--- config.mk ---
export PLATFORM = sky130hd
export DESIGN_NAME = rlf_ctrl
export DESIGN_NICKNAME = d
export VERILOG_FILES = /design/src/core/rlf_pkg.sv /design/src/core/rlf_port_if.sv /design/src/core/rlf_port_mon.sv /design/src/core/rlf_ctrl.sv
export SDC_FILE = /design/constraint.sdc
export NUM_CORES = 1
export LEC_CHECK = 0
export ABC_AREA = 1
export BUFFER_PORTS_ARGS = -buffer_cell sky130_fd_sc_hd__buf_2
export CORE_MARGIN = 2
export CORE_UTILIZATION = 58
export DETAILED_ROUTE_END_ITERATION = 10
export PLACE_DENSITY = 0.8
export SYNTH_ARGS = -nofsm -noshare
export SYNTH_HDL_FRONTEND = slang
export SYNTH_SLANG_ARGS = --single-unit
--- constraint.sdc ---
create_clock -name clk -period 2.3 [get_ports clk]
set_clock_uncertainty 0.05 [all_clocks]
set_input_delay 0.115 -clock clk [delete_from_list [all_inputs] [get_ports clk]]
set_output_delay 0.115 -clock clk [all_outputs]
set_load 0.05 [all_outputs]
--- src/core/rlf_pkg.sv ---
// package: constants and types for the redundant link failover controller
package rlf_pkg;
  // ----------------------------------------------------------------
  // timing
  // ----------------------------------------------------------------
  localparam int CLK_HZ          = 10_000_000;
  localparam int SWITCH_MAX_MS   = 10;
  localparam int SWITCH_TYP_MS   = 6;
  // microseconds the primary stays off before the secondary comes on
  localparam int GAP_US          = 3000;
  localparam int GAP_CYC         = (GAP_US * (CLK_HZ / 1_000_000));
  localparam int SWITCH_MAX_CYC  = SWITCH_MAX_MS * (CLK_HZ / 1000);
  localparam int CNT_W           = 16;
  localparam logic [CNT_W-1:0] CNT_RST = 16'h0000;

  // ----------------------------------------------------------------
  // fault cause bit positions
  // ----------------------------------------------------------------
  localparam int F_LINK   = 0;
  localparam int F_COLL   = 1;
  localparam int F_LONG   = 2;
  localparam int F_JAB    = 3;
  localparam int F_XCVR   = 4;
  localparam int F_REMOTE = 5;
  localparam int F_DIS    = 6;
  localparam int FW       = 7;

  typedef enum logic [2:0] {
    RLF_PRI_ACT,
    RLF_GAP,
    RLF_SEC_ACT,
    RLF_BOTH_OFF
  } rlf_state_t;
endpackage : rlf_pkg

--- src/core/rlf_port_if.sv ---
// interface: fault inputs of one master port
`timescale 1ns/1ps
interface rlf_port_if;
  import rlf_pkg::*;
  logic [FW-1:0] cause;
  logic          responder;
  logic          failed;
  modport src (output cause, output responder, input failed);
  modport mon (input cause, input responder, output failed);
endinterface : rlf_port_if

--- src/core/rlf_port_mon.sv ---
// module: fault condenser for one master port
`timescale 1ns/1ps
module rlf_port_mon
  import rlf_pkg::*;
(
  rlf_port_if.mon p
);
  // ----------------------------------------------------------------
  // fault reduction
  // ----------------------------------------------------------------
  logic [FW-1:0] mask;
  always_comb
  begin
    mask = '1;
    // a nonresponder never reports, so its remote bit is ignored
    mask[F_REMOTE] = p.responder;
  end
  assign p.failed = |(p.cause & mask);
endmodule : rlf_port_mon

--- src/core/rlf_ctrl.sv ---
// module: failover controller for a redundant link pair
`timescale 1ns/1ps
// Contract
// - at start the primary port becomes active if it has no failure.
// - after reset the primary is active again whatever was active before.
// - at start and after reset the secondary is held in standby.
// - the two master ports are never active together.
// - on primary failure the primary is disabled first, then the secondary enabled.
// - the switchover completes within 10 ms of the failure being detected.
// - a repaired primary stays off until the secondary fails or a reboot.
// - the state of both links is held as readable status.
// - every link state transition of the pair is counted until the count saturates at all ones.
// - which physical port is primary is chosen by management.
// - with a nonresponder only local failures are used.
// - link loss, partitioning causes and transceiver fault are failures.
// - a responder failure report counts as a failure of the port it faces, primary or secondary.
module rlf_ctrl
  import rlf_pkg::*;
#(
  parameter int GAP_CYCLES = GAP_CYC
)(
  input  wire logic                 clk,
  input  wire logic                 rst,
  input  wire logic                 swap_roles,
  input  wire logic [rlf_pkg::FW-1:0] port_a_cause,
  input  wire logic [rlf_pkg::FW-1:0] port_b_cause,
  input  wire logic                 port_a_responder,
  input  wire logic                 port_b_responder,
  output logic                      port_a_enable,
  output logic                      port_b_enable,
  output logic                      port_a_fail,
  output logic                      port_b_fail,
  output logic                      on_secondary,
  output logic [rlf_pkg::CNT_W-1:0] transition_count
);
  import rlf_pkg::*;

  // ----------------------------------------------------------------
  // per-port fault condensing
  // ----------------------------------------------------------------
  rlf_port_if pa ();
  rlf_port_if pb ();
  assign pa.cause     = port_a_cause;
  assign pa.responder = port_a_responder;
  assign pb.cause     = port_b_cause;
  assign pb.responder = port_b_responder;
  rlf_port_mon u_mon_a (.p(pa));
  rlf_port_mon u_mon_b (.p(pb));

  // role swap only applies at reset so live traffic never flips
  logic swap_q;
  logic swap_seen_q;
  always_ff @(posedge clk or posedge rst)
  begin
    if (rst)
    begin
      swap_q      <= 1'b0;
      swap_seen_q <= 1'b0;
    end
    else if (!swap_seen_q)
    begin
      swap_q      <= swap_roles;
      swap_seen_q <= 1'b1;
    end
  end

  logic pri_fail;
  logic sec_fail;
  assign pri_fail = swap_q ? pb.failed : pa.failed;
  assign sec_fail = swap_q ? pa.failed : pb.failed;

  // ----------------------------------------------------------------
  // switchover state machine
  // ----------------------------------------------------------------
  rlf_state_t state_q;
  logic [31:0] gap_q;
  logic pri_en_q;
  logic sec_en_q;

  always_ff @(posedge clk or posedge rst)
  begin
    if (rst)
    begin
      state_q <= RLF_BOTH_OFF;
      gap_q   <= '0;
    end
    else
    begin
      unique case (state_q)
        RLF_PRI_ACT:
          if (pri_fail)
          begin
            state_q <= RLF_GAP;
            gap_q   <= '0;
          end
        RLF_GAP:
          if (gap_q >= 32'(GAP_CYCLES - 1))
            state_q <= sec_fail ? RLF_BOTH_OFF : RLF_SEC_ACT;
          else
            gap_q <= gap_q + 32'd1;
        RLF_SEC_ACT:
          if (sec_fail)
            state_q <= pri_fail ? RLF_BOTH_OFF : RLF_PRI_ACT;
        RLF_BOTH_OFF:
          // at start waits until the primary is clear; after a loss a clear secondary also ends it
          if (!swap_seen_q)
            state_q <= RLF_BOTH_OFF;
          else if (!pri_fail)
            state_q <= RLF_PRI_ACT;
          else if (!sec_fail && gap_q != '0)
            state_q <= RLF_SEC_ACT;
        default:
          state_q <= RLF_BOTH_OFF;
      endcase
    end
  end

  // enables from state, gated by that role's failure: never two at once
  always_ff @(posedge clk or posedge rst)
  begin
    if (rst)
    begin
      pri_en_q <= 1'b0;
      sec_en_q <= 1'b0;
    end
    else
    begin
      pri_en_q <= (state_q == RLF_PRI_ACT) && !pri_fail;
      sec_en_q <= (state_q == RLF_SEC_ACT) && !sec_fail;
    end
  end

  assign port_a_enable = swap_q ? sec_en_q : pri_en_q;
  assign port_b_enable = swap_q ? pri_en_q : sec_en_q;

  // ----------------------------------------------------------------
  // status and transition count
  // ----------------------------------------------------------------
  logic a_fail_q;
  logic b_fail_q;
  logic sec_q;
  logic [CNT_W-1:0] cnt_q;
  always_ff @(posedge clk or posedge rst)
  begin
    if (rst)
    begin
      a_fail_q <= 1'b0;
      b_fail_q <= 1'b0;
      sec_q    <= 1'b0;
    end
    else
    begin
      a_fail_q <= pa.failed;
      b_fail_q <= pb.failed;
      sec_q    <= sec_en_q;
    end
  end

  logic pri_en_d1_q;
  logic sec_en_d1_q;
  always_ff @(posedge clk or posedge rst)
  begin
    if (rst)
    begin
      cnt_q       <= CNT_RST;
      pri_en_d1_q <= 1'b0;
      sec_en_d1_q <= 1'b0;
    end
    else
    begin
      pri_en_d1_q <= pri_en_q;
      sec_en_d1_q <= sec_en_q;
      // saturate so management never sees a wrap
      if (((pri_en_q != pri_en_d1_q) || (sec_en_q != sec_en_d1_q))
          && cnt_q != '1)
        cnt_q <= cnt_q + 1'b1;
    end
  end

  assign port_a_fail      = a_fail_q;
  assign port_b_fail      = b_fail_q;
  assign on_secondary     = sec_q;
  assign transition_count = cnt_q;

  // ----------------------------------------------------------------
  // checks
  // ----------------------------------------------------------------
  a_never_both: assert property (@(posedge clk) disable iff (rst)
    !(pri_en_q && sec_en_q)) else $error("both ports enabled");
  a_pri_first: assert property (@(posedge clk) disable iff (rst)
    $rose(sec_en_q) |-> !pri_en_q && !$past(pri_en_q))
    else $error("secondary on before primary off");
  // the full bound is far past a delay range, so count gap cycles instead
  logic [31:0] gap_run_q;
  always_ff @(posedge clk or posedge rst)
  begin
    if (rst)
      gap_run_q <= '0;
    else if (state_q == RLF_GAP)
      gap_run_q <= gap_run_q + 32'd1;
    else
      gap_run_q <= '0;
  end
  a_switch_bound: assert property (@(posedge clk) disable iff (rst)
    gap_run_q < 32'(SWITCH_MAX_CYC - 2))
    else $error("switchover too slow");
  a_pri_drop: assert property (@(posedge clk) disable iff (rst)
    pri_fail |=> !pri_en_q) else $error("failed primary still on");
  a_stay_sec: assert property (@(posedge clk) disable iff (rst)
    (state_q == RLF_SEC_ACT && !sec_fail) |=> state_q == RLF_SEC_ACT)
    else $error("primary reclaimed early");
  a_start_pri: assert property (@(posedge clk) disable iff (rst)
    (state_q == RLF_BOTH_OFF && swap_seen_q && !pri_fail)
    |=> state_q == RLF_PRI_ACT ##1 (pri_en_q || $past(pri_fail)))
    else $error("primary not enabled at start");
  a_both_fail: assert property (@(posedge clk) disable iff (rst)
    (state_q == RLF_SEC_ACT && sec_fail && pri_fail)
    |=> state_q == RLF_BOTH_OFF) else $error("enable while both fail");
  a_count_up: assert property (@(posedge clk) disable iff (rst)
    ($changed(pri_en_q) && cnt_q != '1) |=> cnt_q == $past(cnt_q) + 1'b1)
    else $error("transition not counted");
  a_status: assert property (@(posedge clk) disable iff (rst)
    1'b1 |=> a_fail_q == $past(pa.failed)) else $error("status stale");
  c_failover: cover property (@(posedge clk) disable iff (rst)
    state_q == RLF_GAP ##1 state_q == RLF_SEC_ACT);
  c_back: cover property (@(posedge clk) disable iff (rst)
    state_q == RLF_SEC_ACT ##1 state_q == RLF_PRI_ACT);
  c_dead: cover property (@(posedge clk) disable iff (rst)
    state_q == RLF_SEC_ACT ##1 state_q == RLF_BOTH_OFF);
endmodule : rlf_ctrl

==> run metrics, run 1 <==
Slew headroom=63.6%; pwr/cell area=803 nW/µm²; list of most frequent post-synthesis cells=nand2_1 (115), nor2_1 (75), dfrtp_1 (56); DRT Pass-1 Iters=4; Clk pin slew, worst setup/hold paths=60 ps; Root Driver=clkbuf_8; count leader, synth=nand2_1; postcts setup bufs=0; Startpoint Class=input port; Post-Synthesis Cells=408; FF+latch count, synth=58; CP Class=input port to flop; asr flop ratio synth=100%; ratio of cells with drive above 1 in the final layout=15.7%; Tcrit/Tclk final=90.8%; final net count=481; Tot Pwr=2.93 mW; unrepaired setup endpoints after global routing=no; Ys Warns=0; launch point of the worst reg-to-reg path=transition_count[0]; gp weighted congestion=0.888; Routed Antenna Nets=0; CP Capture Type=flop; Slew Limit Fails=0; setup tns final=0 ps; drt wl/cell=11.5 µm; hold wc startpoint=port_b_cause[2]; WHS Path Cells=5; FF-to-FF End=transition_count[13]; Final setup viols=0; Switching Share=31.1%; setup ws final=211 ps; Comb power frac=20.5%; P_sw=0.911 mW; insertion delay to the later sink of the worst-skew pair=340 ps; HP Class=input port to flop; Post-synth EDFFs=0; placed cell count=513; share of the synthesized area in the top cell type=45.3%; n_diodes=0; Final Hold Fails=0; Detailed Place HPWL=4320 µm; total die area=5930 µm²; pin count of the biggest net entering global routing=35; CP Data Arrival Time=2310 ps; total CTS buffers=9; Hold Path End=port_b_fail; first-pass GRT wire length=11000 µm; Initial Util=60.1%; drt drc=0; library cells used by synthesis=32; largest cells by area after synthesis=dfrtp_1 (45%), nand2_1 (14%), nor2_1 (9.1%); DR iter-0 viols=170; Max Cap Viol=0; Area growth syn-to-layout=18.1%; Die H=77.0 µm; Total GRT Usage=23.2%; vias in the first global route=2535; # port buffers=39; Seq pwr share=39.2%; Clk pwr share=40.2%; worst hold margin=17.4 ps; syn_nets=430; clock sinks=58; Leak=1.94 nW; clk buf depth=2; status=finished clean; Core Region=5140 µm²; detailed-route via count=2658; min Tclk post-route=2090 ps; worst-case reg-to-reg path depth=9; Post-Syn Area per Cell=7.57 µm²; CTS H-tree depth=3; Worst R2R Setup Slack=420 ps; Int Pwr=2.02 mW; vias per cell=4.98; # IOs=40; FP Rows=26; WP data required=2520 ps; Congestion Overflow GR=0; CTS tree=done; fin cells=534; Max IR drop VDD=0.000911 V; Yosys top cell by area=dfrtp_1; sequential share of the synthesized area=47.0%; worst slew pin tran=546 ps; crit-path max FO=11; initial antenna violation count=0; Most used DFF post-synth=dfrtp_1; die span in x=77.0 µm; Max Clk Rate=479 MHz; dpl ws=348 ps; WL final=6140 µm; synthesized cell area=3090 µm²
[cell families (layout without fill, tap and decap cells)]
logic type,after synthesis,count (layout),share of synthesized area (%)
AO/OA/AOI/OAI,13,13,2.59
XOR/XNOR,25,25,7.09
adder cells (fa/ha/maj),3,3,1.21
buffers and inverters,60,116,8.30
flip-flops,58,58,47.0
other,1,1,0.121
AND/OR/NAND/NOR,248,248,33.6
[power groups by stage]
stage / clock network, mW / logic [mW] / registers [mW]
floorplan: 0 / 0.503 / 1.20
global placement: 0 / 0.566 / 1.16
detailed placement: 0 / 0.575 / 1.17
CTS: 1.20 / 0.586 / 1.15
global route: 1.24 / 0.681 / 1.16
finish: 1.18 / 0.601 / 1.15
[metal layers]
layer	share of wire, %	vias up	global-route usage, %	wire, µm
met5	0	-	0	0
met4	1.7	0	10.0	103
met3	5.3	12	4.59	327
li1	-	1354	-	-
met2	49	74	38.1	3000
met1	44	1218	30.2	2720
[cell type report]
| class | count | area, µm² |
|---|---|---|
| Fill cell | 422 | 1490 |
| Sequential cell | 58 | 1450 |
| Multi-Input combinational cell | 290 | 1390 |
| Timing Repair Buffer | 47 | 268 |
| Inverter | 53 | 199 |
| Clock buffer | 12 | 155 |
| Clock inverter | 4 | 97.6 |
| Tap cell | 70 | 87.6 |
[state kept, by name (all words and copies together) (netlist names)]
register,cells
transition_count,16
port_b_fail,1
port_a_fail,1
sec_en_d1_q,1
sec_en_q,1
swap_q,1
pri_en_d1_q,1
pri_en_q,1
state_q,2
swap_seen_q,1
gap_q,32
[how the worst max path moves through the flow]
stage,slack [ps],to,startpoint
after floorplan,310,transition_count[4],transition_count[0]
after global placement,400,gap_q[5],state_q[0]
after detailed placement,350,gap_q[4],state_q[0]
after CTS,210,gap_q[11],port_a_cause[2]
after global routing,10,gap_q[1],port_a_cause[2]
final,210,gap_q[7],port_a_cause[2]
[stage by stage]
step	area, µm²	utilization, %
6_report	3650	71.0
5_1_grt	3650	71.0
4_1_cts	3640	70.8
3_5_place_dp	3340	64.9
3_3_place_gp	3340	64.9
2_1_floorplan	3090	-
[worst max-delay path, cell delays in order]
cell,delay [ps]
dlygate4sd3_1,540
buf_2,120
nor2_1,60
dlygate4sd3_1,540
nand2_1,50
nor2_1,140
nand2_1,110
nand3_1,220
buf_4,230
nand3_1,90
nand2_1,90
[repair_timing]
item	CTS	global route
endpoints found under the setup margin	0	3
resized for setup	0	1
hold endpoints to repair	28	0
hold buffers	5	0
[layout by cell type, fill, tap and decap left out, types with 5 or more instances in the layout]
cell	Yosys	layout
buf_2	1	39
clkbuf_8	0	11
dfrtp_1	56	56
dlygate4sd3_1	0	5
inv_1	50	49
nand2_1	115	115
nand3_1	38	38
nor2_1	75	75
nor3_1	5	5
o21ai_0	8	8
xnor2_1	5	5
xor2_1	20	20
(Power assumes the default switching activity.)
==> run 2: changes to the inputs <==
REMOVE_ABC_BUFFERS = 1   (was not set)
==> run 2 against run 1 <==
Sequential share of layout area up 1.2 points. Clock power shrank 23%. Routed wire length up 2.3%. Die area did not move. Power shrank 10%. Core utilization down 2.1 points. Largest cell class unchanged. Final cell count decreased by 0.56%. Final area down 2.9%. Register-to-register slack got worse by 110 ps.
==> run metrics, run 2 (same netlist as run 1, synthesis figures left out) <==
status=finished clean; DR iter-0 viols=172; gp weighted congestion=0.925; CP Capture Type=flop; clk buf depth=2; HP Class=input port to flop; clock sinks=58; insertion delay to the later sink of the worst-skew pair=340 ps; placed cell count=513; Tot Pwr=2.64 mW; Worst R2R Setup Slack=310 ps; crit-path max FO=34; Congestion Overflow GR=0; die span in x=77.0 µm; FP Rows=26; Root Driver=clkbuf_8; CP max-delay cell=dfstp_2; Final Hold Fails=0; Most flops, register=gap_q; setup ws final=311 ps; WP data required=2460 ps; detailed-route via count=2624; Max Cap Viol=0; drt drc=0; Startpoint Class=flop; CP Class=flop to flop; n_diodes=0; post-route cell area=3540 µm²; vias in the first global route=2574; Clk pin slew, worst setup/hold paths=60 ps; final net count=478; # port buffers=39; drt wl/cell=11.8 µm; Leak=1.89 nW; pin count of the biggest net entering global routing=35; worst-path cell chain=inv_2, nor2_4, nand2_1, a21oi_2, nand2_1, nor2_2, inv_2, nand2_4, o21ai_0; CTS H-tree depth=3; Max Clk Rate=503 MHz; most common cell after layout, fill and taps aside=nand2_1; setup tns final=0 ps; Area growth syn-to-layout=14.7%; max reg flops=32; CP Data Arrival Time=2150 ps; Die H=77.0 µm; Post-DP Area=3340 µm²; CTS tree=done; Detailed Place HPWL=4430 µm; dpl ws=332 ps; # IOs=40; fillcell total=438; Routed Antenna Nets=0; Total GRT Usage=23.6%; min Tclk post-route=1990 ps; total CTS buffers=9; most frequent cells in the layout=nand2_1 (115), nor2_1 (75), dfrtp_1 (56); Max IR drop VDD=0.000800 V; Final setup viols=0; DRT Pass-1 Iters=4; initial antenna violation count=0; Initial Util=60.1%; unrepaired setup endpoints after global routing=no; vias per cell=4.94; Slew Limit Fails=0; first-pass GRT wire length=11100 µm; total die area=5930 µm²; critical path's largest stage delay=630 ps; pwr/cell area=744 nW/µm²; Tcrit/Tclk final=86.5%; ratio of cells with drive above 1 in the final layout=15.8%; Core Region=5140 µm²; WL final=6280 µm; fin cells=531
run 2: changes by cell type in the layout (fill, tap and decap cells not counted), sizes merged:
cell and delta:
clkinv +4, clkbuf -2, bufinv -2, dlygate4sd3 -3
run 2: worst paths after layout:
check | cells after the start | to | start
setup / recovery | 9 | gap_q[1] | state_q[0]
hold / removal | 5 | port_a_fail | port_a_cause[2]
setup reg to reg | 9 | gap_q[1] | state_q[0]
hold reg to reg | 0 | pri_en_d1_q | pri_en_q
max in group asynchronous | 4 | gap_q[24] | rst
min in group asynchronous | 3 | transition_count[11] | rst
run 2: critical path: cells and delay by family (launching register included):
family,cells,cell delay (ps)
AND/OR/NAND/NOR,5,740
flip-flops,1,630
buffers and inverters,2,210
AO/OA/AOI/OAI,2,230
run 2: power by group:
group | leakage [nW] | switching, mW | internal, mW
Combinational | 1.01 | 0.429 | 0.150
Sequential | 0.787 | 0.0730 | 1.08
Clock | 0.0958 | 0.415 | 0.492
Total | 1.89 | 0.917 | 1.72
run 2: per-stage QoR:
step / utilization, % / hold WS, ps
after floorplan: - / 186
after global placement: 64.9 / 19.8
after detailed placement: 64.9 / 27.8
after CTS: 68.9 / 2.18
after global routing: 68.9 / 37.0
final: 68.9 / 11.5
run 2: repair_timing:
action                    4_1_cts  5_1_grt
resized for setup               0        0
hold buffers                    2        0
setup buffers                   0        0
hold endpoints to repair       13        0
run 2: cell type report:
class	instances	area, µm²	area share (%)
Clock buffer	10	128	3.60
Inverter	53	199	5.61
Multi-Input combinational cell	290	1380	38.9
Tap cell	70	87.6	2.47
Clock inverter	6	57.6	1.62
Sequential cell	58	1450	41.0
Timing Repair Buffer	44	238	6.71
run 2: per-layer routing:
| layer | up-vias | global-route usage, % | wire length, µm |
|---|---|---|---|
| li1 | 1348 | - | - |
| met1 | 1218 | 29.7 | 2770 |
| met2 | 48 | 38.9 | 3140 |
| met3 | 10 | 5.76 | 294 |
| met4 | 0 | 9.82 | 82 |
| met5 | - | 0 | 0 |
==> run 3: changes to the inputs <==
CORE_UTILIZATION = 62   (was 58)
PLACE_DENSITY = 0.85   (was 0.8)
clock period = 2.4 ns   (was 2.3 ns; I/O delays follow)
==> run 3 against run 2 <==
Maximum frequency is 1.2% higher. Core utilization is 5.7 points higher. Non-clock buffer count is 1 lower. Critical endpoint is now gap_q[11]. Sequential cell count unchanged. Final cell count down 0.94%. Final area rose by 0.14%. Critical path depth increased by 1.
==> run metrics, run 3 (same netlist as run 1, synthesis figures left out) <==
vias in the first global route=2548; vias per cell=5.09; Total GRT Usage=25.8%; Post-CTS Hold Fix Bufs=2; status=finished clean; CP Launch Point=state_q[0]; Max Clk Rate=509 MHz; Slew Limit Fails=0; launch point of the worst reg-to-reg path=state_q[0]; Die H=74.6 µm; worst-path cell chain=inv_2, nor2_4, nand2_1, a21oi_2, nand2_1, nor2_2, inv_2, nand2_4, nand2_1, o21ai_2; setup tns final=0 ps; CP Data Arrival Time=2170 ps; ratio of cells with drive above 1 in the final layout=15.7%; die span in x=74.6 µm; Tcrit/Tclk final=81.9%; critical path's largest stage delay=610 ps; Slew headroom=61.3%; hold wc startpoint=port_a_cause[6]; Post-DP Area=3340 µm²; Max Cap Viol=0; post-route cell area=3550 µm²; Area growth syn-to-layout=14.8%; gp weighted congestion=0.901; clock sinks=58; Congestion Overflow GR=0; fillcell total=357; post-CTS resize count=0; pin count of the biggest net entering global routing=35; HP Class=input port to flop; CP max-delay cell=dfstp_2; Root Driver=clkbuf_8; detailed-route via count=2676; Most flops, register=gap_q; CTS tree=done; DRT Pass-1 Iters=4; Core Region=4750 µm²; postcts setup bufs=0; CP Capture Type=flop; Routed Antenna Nets=0; # port buffers=39; crit-path max FO=34; WL final=6280 µm; drt drc=0; most common cell after layout, fill and taps aside=nand2_1; min Tclk post-route=1970 ps; Detailed Place HPWL=4460 µm; WP data required=2610 ps; first-pass GRT wire length=10900 µm; # IOs=40; FP Rows=25; most frequent cells in the layout=nand2_1 (115), nor2_1 (75), dfrtp_1 (56); drt wl/cell=11.9 µm; Initial Util=65.0%; clk buf depth=2; Clk pin slew, worst setup/hold paths=60 ps; worst slew pin tran=580 ps; Startpoint Class=flop; CP Class=flop to flop; Tot Pwr=2.50 mW; final net count=477; Leak=1.90 nW; Final Hold Fails=0; Final setup viols=0; initial antenna violation count=0; CTS H-tree depth=3; Max IR drop VDD=0.00102 V; max reg flops=32; total CTS buffers=9; total die area=5570 µm²; Most Frequent Cell on Critical Path=nand2_1; unrepaired setup endpoints after global routing=no; pwr/cell area=704 nW/µm²; insertion delay to the later sink of the worst-skew pair=330 ps; n_diodes=0; DR iter-0 viols=148
==> run 3: worst paths after layout <==
check,endpoint,slack [ps],cells after the start
hold reg to reg,pri_en_d1_q,340,0
max in group asynchronous,state_q[1],1300,4
setup / recovery,gap_q[11],430,10
setup reg to reg,gap_q[11],430,10
hold / removal,port_a_fail,30,5
min in group asynchronous,transition_count[10],370,3
==> run 3: area by class of cell <==
cell class                      count  area, µm²  share of cell area [%]
Clock buffer                       13        179                    5.04
Timing Repair Buffer               43        243                    6.84
Sequential cell                    58       1450                    41.0
Clock inverter                      2       10.0                   0.282
Multi-Input combinational cell    290       1380                    38.9
Tap cell                           67       83.8                    2.36
Inverter                           53        199                    5.61
==> run 3: through the flow <==
stage                     instances  util (%)  hold WS [ps]  setup slack (ps)
after detailed placement        509      70.2           163               445
after global placement          509      70.2           158               502
after floorplan                 401         -           191               415
after global routing            526      74.6          48.6               196
after CTS                       526      74.6          17.3               452
final                           526      74.6          28.9               434
==> run 3: critical path, delay by kind of cell, from the launching register on <==
| kind | cells | cell delay, ps |
|---|---|---|
| flip-flops | 1 | 610 |
| AND/OR/NAND/NOR | 6 | 850 |
| buffers and inverters | 2 | 210 |
| AO/OA/AOI/OAI | 2 | 160 |
==> run 3: metal layers <==
metal,vias to the layer above,share of wire [%],GRT usage [%]
met5,-,0,0
met4,0,1.9,9.72
met3,14,4.0,6.23
met2,75,50,44.2
met1,1242,44,31.5
li1,1345,-,-
==> run 3: power by group <==
group / switching (mW) / internal, mW / total, mW
logic: 0.412 / 0.146 / 0.558
registers: 0.0666 / 1.03 / 1.10
clock network: 0.360 / 0.478 / 0.838
total: 0.839 / 1.66 / 2.50
